`src/verilog/sps_map.svh`:
```
// register offsets, field positions, reset values and timing figures of the serial port
`ifndef SPS_MAP_SVH
`define SPS_MAP_SVH
// Overview of operation
// enable bit runs port, claims its pins
// idle-stop bit freezes port during chip idle
// bits 14, 12, 11 read as zero
// element count: master pending, slave unread
// shifter-empty flag shows idle shift register
// overrun on full receive; word dropped, sticky
// receive-empty flag shows receive fifo empty
// interrupt select acts only in enhanced mode
// select 111: transmit buffer full
// select 110: load empties transmit fifo
// select 101: last bit shifted out
// select 100: word loaded, one slot free
// select 011: receive buffer full
// select 010: receive three quarters full
// select 001: receive data available
// select 000: last word read out
// full flags read-only, hardware driven, reset zero

// register byte offsets
`define SPS_OFF_STATUS 8'h00
`define SPS_OFF_BUFFER 8'h04
`define SPS_OFF_CONFIG 8'h08

// serial_status_control field positions
`define SPS_BIT_PORT_ON 15
`define SPS_BIT_HALT_IDLE 13
`define SPS_BIT_BEC_LSB 8
`define SPS_BIT_SHIFT_EMPTY 7
`define SPS_BIT_OVERRUN 6
`define SPS_BIT_RX_EMPTY 5
`define SPS_BIT_SEL_LSB 2
`define SPS_BIT_TX_FULL 1
`define SPS_BIT_RX_FULL 0

// configuration register field positions
`define SPS_BIT_CFG_MASTER 0
`define SPS_BIT_CFG_ENHANCED 1

// reset values and bus answers
`define SPS_STATUS_RESET 16'h0000
`define SPS_RESP_OKAY 2'h0
`define SPS_RESP_SLVERR 2'h2

// timing: clock period and least half period of the generated serial clock
`define SPS_CLK_PERIOD_NS 5
`define SPS_SCK_HALF_NS 160
`endif

```
`src/verilog/sps_pkg.sv`:
```
// types shared by the serial port files
`default_nettype none
package sps_pkg;
    // shift engine states, gray along idle-run-done
    typedef enum logic [1:0] {
        ENG_IDLE = 2'b00,
        ENG_RUN = 2'b01,
        ENG_DONE = 2'b11
    } sps_eng_t;

    // pins as seen from the outside
    typedef struct packed {
        logic sck;
        logic sdi;
        logic ss_n;
    } sps_pin_in_t;

    // pins driven by the port, each with its enable
    typedef struct packed {
        logic sck;
        logic sck_oe;
        logic sdo;
        logic sdo_oe;
        logic ss_n;
        logic ss_oe;
    } sps_pin_out_t;
endpackage
`default_nettype wire

```
`src/verilog/sps_word_mem.sv`:
```
// small word memory with registered, write-through read data
`default_nettype none
module sps_word_mem #(
    parameter int W = 16,
    parameter int AW = 2
) (
    // clock and reset
    input wire logic clk,
    input wire logic rst,
    // write port
    input wire logic wr_en,
    input wire logic [AW-1:0] wr_addr,
    input wire logic [W-1:0] wr_data,
    // read port
    input wire logic [AW-1:0] rd_addr,
    output logic [W-1:0] rd_data
);
    logic [W-1:0] mem [0:(1<<AW)-1];

    // storage has no reset; a bus read of an empty receive fifo returns the stale or unwritten entry at its read pointer
    always_ff @(posedge clk) begin
        if (wr_en) begin
            mem[wr_addr] <= wr_data;
        end
    end

    // write-through so a word pushed into an empty fifo is visible next cycle
    always_ff @(posedge clk or posedge rst) begin
        if (rst) begin
            rd_data <= '0;
        end else if (wr_en && wr_addr == rd_addr) begin
            rd_data <= wr_data;
        end else begin
            rd_data <= mem[rd_addr];
        end
    end
endmodule
`default_nettype wire

```
`src/verilog/sps_status_port.sv`:
```
// serial port with status/control register, fifos and buffer interrupt select
//
// The AXI4-Lite slave port and the register addresses were decided locally.
`default_nettype none
`include "sps_map.svh"
module sps_status_port #(
    parameter int W = 16,
    parameter int DEPTH = 4,
    parameter int SCK_HALF_CYCLES = (`SPS_SCK_HALF_NS + `SPS_CLK_PERIOD_NS - 1) / `SPS_CLK_PERIOD_NS
) (
    // clock and reset
    input wire logic clk,
    input wire logic rst,
    // chip power state
    input wire logic chip_idle,
    // axi4-lite write channels
    input wire logic [7:0] s_axi_awaddr,
    input wire logic s_axi_awvalid,
    output logic s_axi_awready,
    input wire logic [31:0] s_axi_wdata,
    input wire logic [3:0] s_axi_wstrb,
    input wire logic s_axi_wvalid,
    output logic s_axi_wready,
    output logic [1:0] s_axi_bresp,
    output logic s_axi_bvalid,
    input wire logic s_axi_bready,
    // axi4-lite read channels
    input wire logic [7:0] s_axi_araddr,
    input wire logic s_axi_arvalid,
    output logic s_axi_arready,
    output logic [31:0] s_axi_rdata,
    output logic [1:0] s_axi_rresp,
    output logic s_axi_rvalid,
    input wire logic s_axi_rready,
    // serial pins
    input wire sps_pkg::sps_pin_in_t pin_in,
    output sps_pkg::sps_pin_out_t pin_out,
    // buffer interrupt
    output logic buffer_irq
);
    import sps_pkg::*;

    localparam int AW = $clog2(DEPTH);
    localparam int CW = AW + 1;

    // ****************************************
    // state
    // ****************************************
    typedef struct packed {
        logic [2:0] s1;
        logic [2:0] s2;
        logic [2:0] s3;
        logic [2:0] filt;
        logic port_on;
        logic halt_in_idle;
        logic overrun;
        logic master;
        logic enhanced;
        logic [2:0] sel;
        logic [AW-1:0] tx_wp;
        logic [AW-1:0] tx_rp;
        logic [AW-1:0] rx_wp;
        logic [AW-1:0] rx_rp;
        logic [CW-1:0] tx_cnt;
        logic [CW-1:0] rx_cnt;
        sps_eng_t eng;
        logic [W-1:0] shreg;
        logic [4:0] bitcnt;
        logic [7:0] div;
        sps_pin_out_t pins;
        logic irq;
        logic aw_got;
        logic w_got;
        logic awready;
        logic wready;
        logic bvalid;
        logic [1:0] bresp;
        logic [7:0] awaddr;
        logic [31:0] wdata;
        logic [3:0] wstrb;
        logic arready;
        logic rvalid;
        logic [1:0] rresp;
        logic [31:0] rdata;
        logic [7:0] raddr;
    } sps_state_t;

    sps_state_t st;
    sps_state_t next_st;
    logic [CW-1:0] limit;
    logic tx_full;
    logic rx_full;
    logic active;
    logic sck_rise;
    logic sck_fall;
    logic tx_push;
    logic tx_pop;
    logic rx_push;
    logic rx_pop;
    logic done_evt;
    logic [15:0] stat;
    logic [W-1:0] tx_rd;
    logic [W-1:0] rx_rd;

    // ****************************************
    // fifo storage
    // ****************************************
    sps_word_mem #(.W(W), .AW(AW)) u_tx_mem (
        .clk(clk),
        .rst(rst),
        .wr_en(tx_push),
        .wr_addr(st.tx_wp),
        .wr_data(st.wdata[W-1:0]),
        .rd_addr(next_st.tx_rp),
        .rd_data(tx_rd)
    );

    sps_word_mem #(.W(W), .AW(AW)) u_rx_mem (
        .clk(clk),
        .rst(rst),
        .wr_en(rx_push),
        .wr_addr(st.rx_wp),
        .wr_data(st.shreg),
        .rd_addr(next_st.rx_rp),
        .rd_data(rx_rd)
    );

    // ****************************************
    // next-state logic
    // ****************************************
    // bus, pin sampling, shift engine and interrupt select in one pass
    always_comb begin
        next_st = st;
        tx_push = 1'b0;
        tx_pop = 1'b0;
        rx_push = 1'b0;
        rx_pop = 1'b0;
        done_evt = 1'b0;
        // standard mode behaves as a single-word buffer
        limit = st.enhanced ? CW'(DEPTH) : CW'(1);
        tx_full = st.tx_cnt >= limit;
        rx_full = st.rx_cnt >= limit;
        active = st.port_on && !(chip_idle && st.halt_in_idle);

        // three-stage sampling, a change counts once stages two and three agree
        next_st.s1 = {pin_in.sck, pin_in.sdi, pin_in.ss_n};
        next_st.s2 = st.s1;
        next_st.s3 = st.s2;
        for (int i = 0; i < 3; i++) begin
            if (st.s2[i] == st.s3[i]) begin
                next_st.filt[i] = st.s2[i];
            end
        end
        sck_rise = next_st.filt[2] && !st.filt[2];
        sck_fall = !next_st.filt[2] && st.filt[2];

        // status word, unimplemented bits stay zero
        stat = `SPS_STATUS_RESET;
        stat[`SPS_BIT_PORT_ON] = st.port_on;
        stat[`SPS_BIT_HALT_IDLE] = st.halt_in_idle;
        stat[`SPS_BIT_BEC_LSB +: 3] = st.master ? 3'(st.tx_cnt) : 3'(st.rx_cnt);
        stat[`SPS_BIT_SHIFT_EMPTY] = st.eng == ENG_IDLE;
        stat[`SPS_BIT_OVERRUN] = st.overrun;
        stat[`SPS_BIT_RX_EMPTY] = st.rx_cnt == '0;
        stat[`SPS_BIT_SEL_LSB +: 3] = st.sel;
        stat[`SPS_BIT_TX_FULL] = tx_full;
        stat[`SPS_BIT_RX_FULL] = rx_full;

        // write channels: address and data in either order
        if (s_axi_awvalid && st.awready) begin
            next_st.aw_got = 1'b1;
            next_st.awaddr = s_axi_awaddr;
        end
        if (s_axi_wvalid && st.wready) begin
            next_st.w_got = 1'b1;
            next_st.wdata = s_axi_wdata;
            next_st.wstrb = s_axi_wstrb;
        end
        if (st.bvalid && s_axi_bready) begin
            next_st.bvalid = 1'b0;
        end
        if (st.aw_got && st.w_got) begin
            next_st.aw_got = 1'b0;
            next_st.w_got = 1'b0;
            next_st.bvalid = 1'b1;
            next_st.bresp = `SPS_RESP_OKAY;
            case (st.awaddr)
                `SPS_OFF_STATUS: begin
                    if (st.wstrb[1]) begin
                        next_st.port_on = st.wdata[`SPS_BIT_PORT_ON];
                        next_st.halt_in_idle = st.wdata[`SPS_BIT_HALT_IDLE];
                    end
                    if (st.wstrb[0]) begin
                        next_st.sel = st.wdata[`SPS_BIT_SEL_LSB +: 3];
                        // writing zero clears; a same-cycle overrun below still sets it
                        if (!st.wdata[`SPS_BIT_OVERRUN]) begin
                            next_st.overrun = 1'b0;
                        end
                    end
                end
                `SPS_OFF_BUFFER: begin
                    // a write into a full transmit buffer is dropped
                    tx_push = (st.wstrb[1:0] != 2'h0) && !tx_full;
                end
                `SPS_OFF_CONFIG: begin
                    if (st.wstrb[0]) begin
                        next_st.master = st.wdata[`SPS_BIT_CFG_MASTER];
                        next_st.enhanced = st.wdata[`SPS_BIT_CFG_ENHANCED];
                    end
                end
                default: begin
                    next_st.bresp = `SPS_RESP_SLVERR;
                end
            endcase
        end
        next_st.awready = !next_st.aw_got && !next_st.bvalid;
        next_st.wready = !next_st.w_got && !next_st.bvalid;

        // read channels: data returned on the edge that takes the address
        if (st.rvalid && s_axi_rready) begin
            next_st.rvalid = 1'b0;
        end
        if (s_axi_arvalid && st.arready) begin
            next_st.rvalid = 1'b1;
            next_st.raddr = s_axi_araddr;
            next_st.rresp = `SPS_RESP_OKAY;
            next_st.rdata = '0;
            case (s_axi_araddr)
                `SPS_OFF_STATUS: begin
                    next_st.rdata = 32'(stat);
                end
                `SPS_OFF_BUFFER: begin
                    next_st.rdata = 32'(rx_rd);
                    rx_pop = st.rx_cnt != '0;
                end
                `SPS_OFF_CONFIG: begin
                    next_st.rdata = 32'({st.enhanced, st.master});
                end
                default: begin
                    next_st.rresp = `SPS_RESP_SLVERR;
                end
            endcase
        end
        next_st.arready = !next_st.rvalid;

        // shift engine, mode 0: sample on rising edge, change on falling edge
        if (!st.port_on) begin
            next_st.eng = ENG_IDLE;
            next_st.bitcnt = '0;
            next_st.div = '0;
            next_st.pins = '{sck: 1'b0, sck_oe: 1'b0, sdo: 1'b0, sdo_oe: 1'b0, ss_n: 1'b1, ss_oe: 1'b0};
        end else if (active) begin
            // slave drives data only while selected, so peers can share the line
            next_st.pins.sck_oe = st.master;
            next_st.pins.ss_oe = st.master;
            next_st.pins.sdo_oe = st.master || !st.filt[0];
            case (st.eng)
                ENG_IDLE: begin
                    next_st.bitcnt = '0;
                    next_st.div = '0;
                    next_st.pins.sck = 1'b0;
                    if (st.master ? (st.tx_cnt != '0) : !st.filt[0]) begin
                        // a selected slave with nothing queued sends zeros
                        tx_pop = st.tx_cnt != '0;
                        next_st.shreg = tx_pop ? tx_rd : '0;
                        next_st.pins.sdo = tx_pop ? tx_rd[W-1] : 1'b0;
                        next_st.pins.ss_n = !st.master;
                        next_st.eng = ENG_RUN;
                    end
                end
                ENG_RUN: begin
                    if (st.master) begin
                        next_st.div = st.div + 8'h01;
                        if (st.div == 8'(SCK_HALF_CYCLES - 1)) begin
                            next_st.div = '0;
                            next_st.pins.sck = !st.pins.sck;
                            if (!st.pins.sck) begin
                                next_st.shreg = {st.shreg[W-2:0], st.filt[1]};
                                next_st.bitcnt = st.bitcnt + 5'h01;
                            end else if (st.bitcnt == 5'(W)) begin
                                next_st.eng = ENG_DONE;
                            end else begin
                                next_st.pins.sdo = st.shreg[W-1];
                            end
                        end
                    end else if (st.filt[0]) begin
                        // deselect mid-word abandons it
                        next_st.eng = ENG_IDLE;
                    end else if (sck_rise) begin
                        next_st.shreg = {st.shreg[W-2:0], st.filt[1]};
                        next_st.bitcnt = st.bitcnt + 5'h01;
                        if (st.bitcnt == 5'(W - 1)) begin
                            next_st.eng = ENG_DONE;
                        end
                    end else if (sck_fall) begin
                        next_st.pins.sdo = st.shreg[W-1];
                    end
                end
                ENG_DONE: begin
                    done_evt = 1'b1;
                    next_st.pins.ss_n = 1'b1;
                    next_st.eng = ENG_IDLE;
                    if (rx_full) begin
                        next_st.overrun = 1'b1;
                    end else begin
                        rx_push = 1'b1;
                    end
                end
                default: begin
                    next_st.eng = ENG_IDLE;
                end
            endcase
        end

        // fifo pointers and counts
        next_st.tx_wp = tx_push ? st.tx_wp + AW'(1) : st.tx_wp;
        next_st.tx_rp = tx_pop ? st.tx_rp + AW'(1) : st.tx_rp;
        next_st.rx_wp = rx_push ? st.rx_wp + AW'(1) : st.rx_wp;
        next_st.rx_rp = rx_pop ? st.rx_rp + AW'(1) : st.rx_rp;
        next_st.tx_cnt = st.tx_cnt + CW'(tx_push) - CW'(tx_pop);
        next_st.rx_cnt = st.rx_cnt + CW'(rx_push) - CW'(rx_pop);

        // buffer interrupt: select honoured in enhanced mode, else each received word
        if (st.enhanced) begin
            case (st.sel)
                3'h7: next_st.irq = tx_full;
                3'h6: next_st.irq = tx_pop && next_st.tx_cnt == '0;
                3'h5: next_st.irq = done_evt;
                3'h4: next_st.irq = tx_pop;
                3'h3: next_st.irq = rx_full;
                3'h2: next_st.irq = int'(st.rx_cnt) * 4 >= int'(limit) * 3;
                3'h1: next_st.irq = st.rx_cnt != '0;
                3'h0: next_st.irq = rx_pop && next_st.rx_cnt == '0;
                default: next_st.irq = 1'b0;
            endcase
        end else begin
            next_st.irq = rx_push;
        end
    end

    // ****************************************
    // state register
    // ****************************************
    // select lines reset high so an enabled slave does not see a phantom select
    always_ff @(posedge clk or posedge rst) begin
        if (rst) begin
            st <= '0;
            st.s1 <= 3'h1;
            st.s2 <= 3'h1;
            st.s3 <= 3'h1;
            st.filt <= 3'h1;
            st.pins.ss_n <= 1'b1;
        end else begin
            st <= next_st;
        end
    end

    // outputs straight from the state register
    assign s_axi_awready = st.awready;
    assign s_axi_wready = st.wready;
    assign s_axi_bvalid = st.bvalid;
    assign s_axi_bresp = st.bresp;
    assign s_axi_arready = st.arready;
    assign s_axi_rvalid = st.rvalid;
    assign s_axi_rresp = st.rresp;
    assign s_axi_rdata = st.rdata;
    assign pin_out = st.pins;
    assign buffer_irq = st.irq;
endmodule
`default_nettype wire

```
`config.mk`:
```
export PLATFORM = sky130hd
export DESIGN_NAME = sps_status_port
export DESIGN_NICKNAME = d
export VERILOG_FILES = /design/src/verilog/sps_pkg.sv /design/src/verilog/sps_word_mem.sv /design/src/verilog/sps_status_port.sv
export VERILOG_INCLUDE_DIRS = /design/src /design/src/verilog
export SDC_FILE = /design/constraint.sdc
export NUM_CORES = 1
export LEC_CHECK = 0
export BUFFER_PORTS_ARGS = -buffer_cell sky130_fd_sc_hd__buf_2
export CORE_AREA = 2 2 191 193
export CTS_CLUSTER_DIAMETER = 150
export DETAILED_ROUTE_END_ITERATION = 8
export DIE_AREA = 0 0 193 195
export GPL_TIMING_DRIVEN = 0
export SYNTH_ARGS = -nofsm -noshare
export SYNTH_HDL_FRONTEND = slang
export SYNTH_SLANG_ARGS = --single-unit
```
`constraint.sdc`:
```
create_clock -name clk -period 5.6 [get_ports clk]
set_clock_uncertainty 0.05 [all_clocks]
set_input_delay 0.56 -clock clk [delete_from_list [all_inputs] [get_ports clk]]
set_output_delay 0.56 -clock clk [all_outputs]
set_load 0.05 [all_outputs]
```
* Yosys cells after proc, flatten, opt, wreduce, memory -nomap -nowiden *
Memory sizes are Yosys's and may differ from the RTL's. A register that Yosys moved wholly into a read port is not among the register bits.
Index checks and enable logic that the tools add are counted.

storage, ports and cells
  memories kept = 2
  flip-flop bits (word level) = 149
  bits in latches = 0
  bits in writable memories = 128
  bits in read-only memories = 0
  logic and storage cells = 228
  output and inout bits = 48
  bits of input ports = 63

memories
  name          words  bits a word  read ports  clocked after memory_dff  wr ports  line                source
  u_rx_mem.mem  4      16           1           1                         1         sps_word_mem.sv:18  logic [W-1:0] mem [0:(1<<AW)-1];
  u_tx_mem.mem  4      16           1           1                         1         sps_word_mem.sv:18

operators by class
  equal/unequal tests = 41
  reduce and logical (&&, ||, !) cells = 50
  multiplexer cells = 78
  magnitude comparators = 3
  $mul = 1
  div/mod/pow operators = 0
  bitwise logic cells = 0
  shift-type cells = 0
  $add $sub $neg = 10

operators with widths
  operator                                       count
  case mux 30 bit (2 select lines)               1
  case mux 16 bit (3 select lines)               1
  two-way mux 23 bit                             2
  two-way mux 1 bit                              43
  two-way mux 43 bit                             1
  two-way mux 21 bit                             2
  two-way mux 37 bit                             1
  != test 4 bit, second input constant           9
  two-way mux 32 bit                             1
  two-way mux 2 bit                              12
  two-way mux 19 bit                             1
  two-way mux 18 bit                             1
  != test 3 bit, second input constant           6
  == test 8 x 3 -> 1 bit, second input constant  2
  == test 8 x 4 -> 1 bit, second input constant  2
  logical NOT 8 bit                              2
  two-way mux 16 bit                             1
  logical AND 1 bit                              15
  two-way mux 3 bit                              5
  AND reduction 3 bit                            5
  == test 3 bit, second input constant           4
  logical NOT 3 bit                              4
  logical NOT 1 bit                              11
  != test 5 bit, second input constant           2
  34 further kinds                               49

* Depth between registers and ports, before layout *
Gate-level depths: netlist of the first run.

  depth after elaboration = 12
  depth in mapped cells = 17

* Hierarchy *
Synthesis of the first run repeated with hierarchy kept, for this count alone.

second synthesis, totals
  cell total of the unflattened synthesis = 785
  area total of the unflattened synthesis = 12117.9 sq um

by module, submodules not included
  module           area each (sq um)  cells each  instances
  sps_word_mem     3036.7             126         2
  sps_status_port  6044.5             533         1

* Least setup slack after synthesis of the first run *
OpenSTA, ideal clock, no wires.

  kind = register -> register
  start = register st[150] in the netlist's numbering
  end = register st (netlist bit buffer_irq)
  data required time = 5468 ps
  arrival = 4038 ps
  setup slack = 1430 ps
  setup time = 82 ps
  buffers on the path = 0
  stages on the path, launching flop included = 18
  cells stage by stage = dfrtp_1 > inv_1 > ha_1 > or3b_2 > a21o_1 > nor3_2 > inv_1 > ha_1 > inv_1 > ha_1 > inv_1 > fa_1 > inv_1 > or4b_2 > nor3_1 > a31oi_1 > o311a_1 > a31oi_1

RTL lines
  item                    line                    source
  from (decl)             sps_status_port.sv:88   sps_state_t st;
  from (signal assigned)  sps_status_port.sv:354  st <= next_st;

==> flow_results.org, run 1 <==
** Run status
- Status :: completed

** Synth
- Most frequent cell after synthesis :: sky130_fd_sc_hd__dfrtp_1
- Unique masters post-synth :: 76
- The share of the Yosys chip area taken by registers is 0.5789.
- Of the post-synthesis cell area, the dominant cell type holds 0.2889.
- After synthesis, the share of flip-flops with an asynchronous set or reset is 0.5461.
- Mapped cell area :: 0.01331 mm²
- The biggest area contributor in the post-synthesis netlist is sky130_fd_sc_hd__edfxtp_1.
- Number of synthesis warnings :: 0
- Mean area per synthesized cell :: between 10 and 15 µm²
- Post-synth EDFFs :: 128
- By area the synthesized netlist is led by sky130_fd_sc_hd__edfxtp_1, sky130_fd_sc_hd__dfrtp_1, sky130_fd_sc_hd__mux2_2, sky130_fd_sc_hd__o221ai_1, sky130_fd_sc_hd__a22oi_1.
- After synthesis the netlist holds a flip-flop and latch count of ~280.
- Synthesis produced ~1100 cells.
- Top_reg_cell synth :: sky130_fd_sc_hd__dfrtp_1
- List of most frequent post-synthesis cells :: sky130_fd_sc_hd__dfrtp_1, sky130_fd_sc_hd__edfxtp_1, sky130_fd_sc_hd__mux2_2, sky130_fd_sc_hd__o221ai_1, sky130_fd_sc_hd__o21ai_0

** Layout
- Post-Route Utilization :: 0.4326
- Final non-filler cell total :: around 1700
- Final cell area excluding filler cells :: between 0.015 and 0.02 mm²
- Count of fill cells added during filler insertion :: 3294
- Final net count :: 1275
- Compared with the post-synthesis result, the final layout area differs by 15.07%.
- Antenna Cells :: 0
- Of the cells placed in the final design, the portion with a size suffix greater than 1 is 0.2453.

** Hold path
- Along the worst hold path, the cell count comes to 1.
- Min-Delay Endpoint :: next_st[161]
- Path category of the worst min-delay check :: primary input to register
- Worst hold path startpoint :: pin_in[0]

** Global routing
- Across every metal layer, demand over resource in global routing totals 0.1682.
- Initial antenna violation count :: 0
- Entering global routing, the biggest net connects 90 pins.
- The first global-routing pass estimated 50390 µm of wire.
- Global routing finished with a remaining overflow of 0.
- The via count of the first global-routing pass was 8959.

** Placed design
- During placement, the flow inserted port buffers numbering between 70 and 80.
- Summing all placed instances gives a cell area of 0.01435 mm².
- At the end of routability-driven placement, the weighted congestion stood at about 0.85.
- After detailed placement, the design holds a cell count of 1616.
- The HPWL after detailed placement is 21730 µm.

** Critical path
- Startpoint kind of the worst setup timing path :: register
- Crit-path leading delay family :: compound AO/OA/AOI/OAI gates
- Critical path buffer and inverter count :: 6
- Internal reg-to-reg setup slack :: 0.25 ns
- Data arrival time at the worst-slack endpoint :: 5.73 ns
- Max stage delay on crit path :: 1.00 ns
- Critical path cell sequence :: inv_1, ha_1, or3b_1, a2111oi_1, buf_2, inv_1, ha_1, inv_1, ha_1, inv_1, fa_1, inv_1, or4b_2, o311a_1, a31oi_1
- In this run the critical register-to-register path is launched from st[150].
- The worst register-to-register path ends at buffer_irq.
- Worst Setup End Kind :: register
- R2r worst-path depth :: 15
- Most used cell, CP :: sky130_fd_sc_hd__inv_1
- The critical path is of the register to register type.
- Critical path's slowest cell :: sky130_fd_sc_hd__a2111oi_1
- Required time reported for the critical path endpoint :: 5.98 ns
- Worst-path fanout max :: 10

** Timing
- Based on the critical path, the design can be clocked at up to 187.1 MHz.
- For the pin with the worst max-slew slack, the measured transition is 1.104 ns.
- Final hold analysis gives a worst-case slack of between 0.05 and 0.06 ns.
- Setup violations remaining at the end of the flow were counted as 0.
- Final Max Slew Viols :: 0
- Setup repair after global routing left no endpoint under its margin.
- Number of hold violations in the final report :: 0
- The routed design could run at a clock period as short as approximately 5.3 ns.
- Dividing the final minimum period by the clock period gives 0.9546.
- Max-slew headroom :: 0.2624

** Drt
- Starting DRC count in detailed routing :: 597
- In the final routed layout, each cell accounts on average for 18.89 µm.
- Across all layers, the routed design uses 9130 vias.
- Final ANT Viol Nets :: 0
- Routed WL :: roughly 32000 µm
- Via density per instance :: 5.461
- The first TritonRoute pass finished after 5 iterations.
- Post-route DRC violation count :: 0

** Power and ir drop
- Final Total Pwr :: ~6 mW
- In this run the static leakage power is 6.084 nW.
- Worst voltage drop across the vdd grid :: around 0.00028 V
- Dividing total power by cell area gives a power density of 381.0 mW/mm².

** Clock network
- The number of hold buffers added after CTS was 0.
- The clock net in this run drives a total of 282 sinks.
- CTS Root Buffer Type :: sky130_fd_sc_hd__clkbuf_16
- TritonCTS built the clock tree.
- In this run the post-CTS setup repair buffer count came out at 0.
- The later pin in the worst-skew pair is clocked with a latency of 0.55 ns.
- Number of gates given a new drive strength after cts :: 0
- Clock input transition at the sequential cells of the worst setup and hold paths :: around 0.06 ns
- In this run the number of H-tree levels came out at 1.
- Clk buf depth :: 3
- CTS Buf Count :: 30

** Die
- Die Footprint :: 0.03764 mm²
- The die is 193 µm wide.
- For this configuration, the core starts out at a cell density of 0.3759.
- In this run the count of I/O pins placed on the die edge is 111.
- Number of rows in the core area :: just under 70
- Placeable core region :: 0.03540 mm²
- The floorplan step set the die height to 195 µm.

** Flow run
- The tool flagged a number of max-cap violations equal to 0.
-- power breakdown --
part	switching, mW	internal, mW	leakage (nW)
Combinational	0.565	0.469	2.55
Clock	0.812	1.10	0.452
Sequential	0.350	2.53	3.09
Total	1.73	4.11	6.08
-- layout by cell type, fill, tap and decap left out, drive strengths merged, types with 13 or more instances in the layout --
cell and instances:
o21ai 64, inv 24, nor3 14, nand2 57
clkbuf 88, a21oi 31, nor2 60, mux2 99
buf 132, a22oi 48, conb 18, clkinv 14
mux2i 14, o31ai 35, o221ai 64, ha 23
dfrtp 149, and2 13, edfxtp 128, or3 20
-- through the flow --
stage | setup slack, ns | TNS (ns)
final | 0.2545 | 0
after global placement | -1.014 | -148.91
after detailed placement | 0.3919 | 0
after global routing | 0.04509 | 0
after CTS | 0.3553 | 0
after floorplan | 0.8485 | 0
-- cell type report --
cell class | instances | area [µm²] | area share
Timing Repair Buffer | 75 | 397.9 | 0.02598
Sequential cell | 282 | 7704 | 0.5031
Tap cell | 461 | 576.8 | 0.03767
Inverter | 27 | 108.9 | 0.007109
Buffer | 108 | 621.8 | 0.04061
Clock buffer | 37 | 797.0 | 0.05205
Clock inverter | 19 | 165.2 | 0.01079
Multi-Input combinational cell | 663 | 4941 | 0.3227
-- cells by family (layout without fill, tap and decap cells) --
| group | Yosys count | in the layout | synth area share |
|---|---|---|---|
| flip-flops | 282 | 282 | 0.5789 |
| AO/OA/AOI/OAI | 279 | 279 | 0.1489 |
| AND/OR/NAND/NOR | 213 | 213 | 0.08115 |
| buffers and inverters | 135 | 266 | 0.05454 |
| multiplexers | 113 | 113 | 0.09995 |
| adder cells (fa/ha/maj) | 28 | 28 | 0.02689 |
| XOR/XNOR | 12 | 12 | 0.009309 |
| other | 1 | 18 | 0.0002818 |
-- state kept, by name, summed over array words and instances (netlist names), 5 cells and up --
| signal | flops |
|---|---|
| u_tx_mem.mem | 64 |
| u_rx_mem.rd_data | 16 |
| next_st | 6 |
| u_rx_mem.mem | 64 |
| pin_out | 5 |
| st | 87 |
| s_axi_rdata | 16 |
| u_tx_mem.rd_data | 16 |
-- worst max-delay path by stage --
stage / start / to / slack [ns] / cells past startpoint
5_1_grt: st[150] / buffer_irq / 0.05 / 15
6_report: st[150] / buffer_irq / 0.25 / 15
4_1_cts: st[150] / buffer_irq / 0.36 / 15
3_5_place_dp: st[150] / buffer_irq / 0.39 / 15
3_3_place_gp: rst / u_rx_mem.rd_data[11] / -1.01 / 2
2_1_floorplan: rst / buffer_irq / 0.85 / 1
-- per-layer routing --
layer  vias up  track usage  routed length [µm]
met5         -            0                   0
met4         0      0.04966                 831
met3        61      0.02426                1833
met2       342       0.2613               14300
met1      4494       0.2444               14610
li1       4233            -                   -
Note: power is estimated with default switching activity, not from simulation.
==> inputs of run 2 (changes only) <==
Settings changed: RECOVER_POWER from default to 50, SKIP_CTS_REPAIR_TIMING from default to 1.
==> run 2 against run 1 <==
  * The flow now finishes with violations (max-capacitance violations, max-slew violations)
  * Utilization decreased by 0.074 points
  * Power is 0.12% lower
  * Count of clock-buffer cells in the layout unchanged
  * Critical path depth stayed put
  * Flip-flop and latch count unchanged
  * Sequential power about the same
  * Design area shrank 0.17%
  * Global-route usage is the same
  * Die area unchanged
  * Combinational power barely moved
  * First-iteration DRC count increased by 15%
  * Hold slack barely moved
  * Critical path type unchanged
==> flow_results.org, run 2 (same netlist as run 1, synthesis figures left out) <==
** Run status
- Status :: complete, but fails checks
- The checks that failed: max-capacitance violations, max-slew violations.

** Timing
- The worst pin sits at a relative slew slack of -1.613.
- Of the available clock period, the critical path in the final layout requires 0.9559.
- Minimum setup slack in the final design :: between 0.2 and 0.25 ns
- Number of hold violations in the final report :: 0
- Adding up every negative setup slack in the final design gives 0 ns.
- Setup repair after global routing left no endpoint under its margin.
- Maximum frequency from static timing analysis :: ~190 MHz
- Post-route minimum period :: 5.353 ns
- Setup violations remaining at the end of the flow were counted as 0.
- Pin slew with the least headroom to its limit :: 3.898 ns
- The final count of pins violating max slew is 157.

** Die
- Chip Width :: 193 µm
- The initial utilization of the core area, before any placement, comes to 0.3759.
- In this run the core area contains 69 standard-cell rows.
- Measured along the y axis, the die boundary spans 195 µm.
- Number of top-level design ports :: around 110
- After floorplanning, the core was sized to cover 0.03540 mm².
- Die Footprint :: 0.03764 mm²

** Critical path
- The slowest stage of the critical path is the sky130_fd_sc_hd__a2111oi_1 cell.
- Startpoint kind of the worst setup timing path :: register
- Data arrival time at the worst-slack endpoint :: 5.74 ns
- The critical path goes through inv_1, ha_1, or3b_1, a2111oi_1, buf_2, inv_1, ha_1, inv_1, ha_1, inv_1, fa_1, inv_1, or4b_2, o311a_1, a31oi_1.
- R2r worst-path depth :: 15
- Launch instance of the worst register-to-register path :: st[150]
- In this run the worst setup path terminates at buffer_irq.
- Critical path start-end classification :: register to register
- Critical Path Source :: st[150]
- The worst register-to-register path has a setup slack of 0.25 ns.
- Worst Setup End Kind :: register
- Along the worst path, the maximum fanout reaches 10.
- Reg-to-reg critical path endpoint :: buffer_irq
- Required time reported for the critical path endpoint :: 5.98 ns
- Counting stages on the worst path, the most repeated cell is sky130_fd_sc_hd__inv_1.
- Max stage delay on crit path :: 1.01 ns

** Drt
- Final ANT Viol Nets :: 0
- For this block, the routed nets add up to 31580 µm of wire.
- Dividing the detail-routed via count by the number of cells gives 5.443.
- In the final routed layout, each cell accounts on average for 18.89 µm.
- Number of iterations in the first detailed-routing pass :: 6
- In the routed design, unresolved DRC markers number 0.
- After the first detailed-routing iteration, the DRC count stood at 685.
- Total number of vias :: between 9000 and 10000

** Global routing
- Combined global-route utilization of all metal layers :: 0.1682
- Via count of the first global-routing pass :: 8959
- Maximum number of pins on one net before global-route repair :: 90
- Remaining Overflow, GRT :: 0
- Initial antenna violation count :: 0
- First-pass GRT wire length :: approximately 50000 µm

** Placed design
- Minimum setup slack after placement :: 0.3919 ns
- Buffers placed on the I/O ports in this run total 74.
- Once detailed placement completed, the half-perimeter wirelength came to 21730 µm.
- The number of placed instances, taps included, is 1616.
- GPL Wtd Cong :: 0.8516

** Layout
- The top cell types in the final layout, fill and taps aside, are sky130_fd_sc_hd__dfrtp_1, sky130_fd_sc_hd__edfxtp_1, sky130_fd_sc_hd__buf_2, sky130_fd_sc_hd__mux2_2, sky130_fd_sc_hd__o221ai_1.
- The register with the most flip-flops in the final layout is st.
- The final layout contains 1275 nets.
- Area taken by flip-flops and latches :: 0.007704 mm²
- The number of antenna diodes in the final layout is 0.
- Final non-filler cell total :: 1672
- Leaving out fill and tap cells, the most frequent cell in the layout is sky130_fd_sc_hd__dfrtp_1.
- Share of final-layout standard cells stronger than drive strength 1 :: 0.2444
- Flip-flop count of the largest register, all copies and words added :: 87
- Relative to the synthesized area, the layout overhead comes to 14.88%.
- Area occupied by multi-input gates :: 0.004941 mm²
- The filler cells instantiated in the layout total 3299.
- In the final layout, the registers with the most flip-flops are st (87), u_rx_mem.mem (64), u_tx_mem.mem (64).

** Flow run
- Maximum capacitance violations :: 2

** Clock network
- Buffers inserted during clock tree synthesis total 30.
- The cell sitting at the root of the clock tree is a sky130_fd_sc_hd__clkbuf_16.
- CTS tree :: yes
- Clock input transition at the sequential cells of the worst setup and hold paths :: 0.06 ns
- At the later pin of the worst-skew pair, clock insertion delay measures 0.55 ns.
- Maximum level of the CTS H-tree :: 1
- Clk buf depth :: 3
- The clock net in this run drives a total of around 280 sinks.

** Power and ir drop
- P per Cell Area :: 381.2 mW/mm²
- IR analysis of the VDD net gives a maximum drop of 0.0002795 V.
- Static leakage power :: slightly above 6 nW

** Hold path
- The min-delay analysis places its worst path in the category primary input to register.
## run 2: cell types whose count changed in the layout (fill, tap and decap cells not counted)
cell | before | now
sky130_fd_sc_hd__buf_16 | 1 | 0
sky130_fd_sc_hd__clkbuf_2 | 1 | 2
sky130_fd_sc_hd__clkinvlp_2 | 1 | 2
sky130_fd_sc_hd__dfstp_1 | 0 | 1
sky130_fd_sc_hd__dfstp_2 | 5 | 4
sky130_fd_sc_hd__inv_6 | 2 | 1
## run 2: routing by layer
metal | wire length [µm] | global-route usage | part of all wire | vias up
li1 | - | - | - | 4233
met1 | 14690 | 0.2444 | 0.47 | 4474
met2 | 14320 | 0.2613 | 0.45 | 338
met3 | 1756 | 0.02426 | 0.056 | 56
met4 | 818 | 0.04966 | 0.026 | 0
met5 | 0 | 0 | 0 | -
## run 2: layout make-up
type | instances | area share
clock inverter | 19 | 0.01080
multi-input combinational | 663 | 0.3232
inverter | 27 | 0.006876
tap | 461 | 0.03773
clock buffer | 37 | 0.05214
buffer | 108 | 0.04068
timing repair buffer | 75 | 0.02456
sequential | 282 | 0.5040
## run 2: report_power, final
| part | internal [mW] | switching, mW |
|---|---|---|
| Sequential | 2.53 | 0.346 |
| Clock | 1.10 | 0.812 |
| Combinational | 0.467 | 0.564 |
## run 2: critical path: cells and delay by family, from the launching register on
kind	cells	cell delay, ns
AND/OR/NAND/NOR	2	0.99
adder cells (fa/ha/maj)	4	1.23
AO/OA/AOI/OAI	3	1.62
flip-flops	1	0.54
buffers and inverters	6	0.78
## run 2: worst min path at each step
stage | depth (start not counted) | slack (ns) | to | start
2_1_floorplan | 0 | 0.28 | next_st[159] | next_st[162]
3_5_place_dp | 0 | 0.29 | next_st[160] | next_st[163]
5_1_grt | 1 | 0.02 | next_st[161] | pin_in[0]
3_3_place_gp | 0 | 0.28 | next_st[159] | next_st[162]
6_report | 1 | 0.05 | next_st[161] | pin_in[0]
4_1_cts | 1 | 0.03 | next_st[161] | pin_in[0]
## run 2: per-stage QoR
step	utilization	power, mW	hold WS (ns)	cell area (µm²)
after global routing	0.4318	6.125	0.02055	15290
after global placement	0.4045	3.902	0.2848	14320
after detailed placement	0.4054	3.943	0.2871	14350
after floorplan	-	3.565	0.2812	13370
after CTS	0.4326	5.873	0.02882	15310
final	0.4318	5.827	0.05485	15290
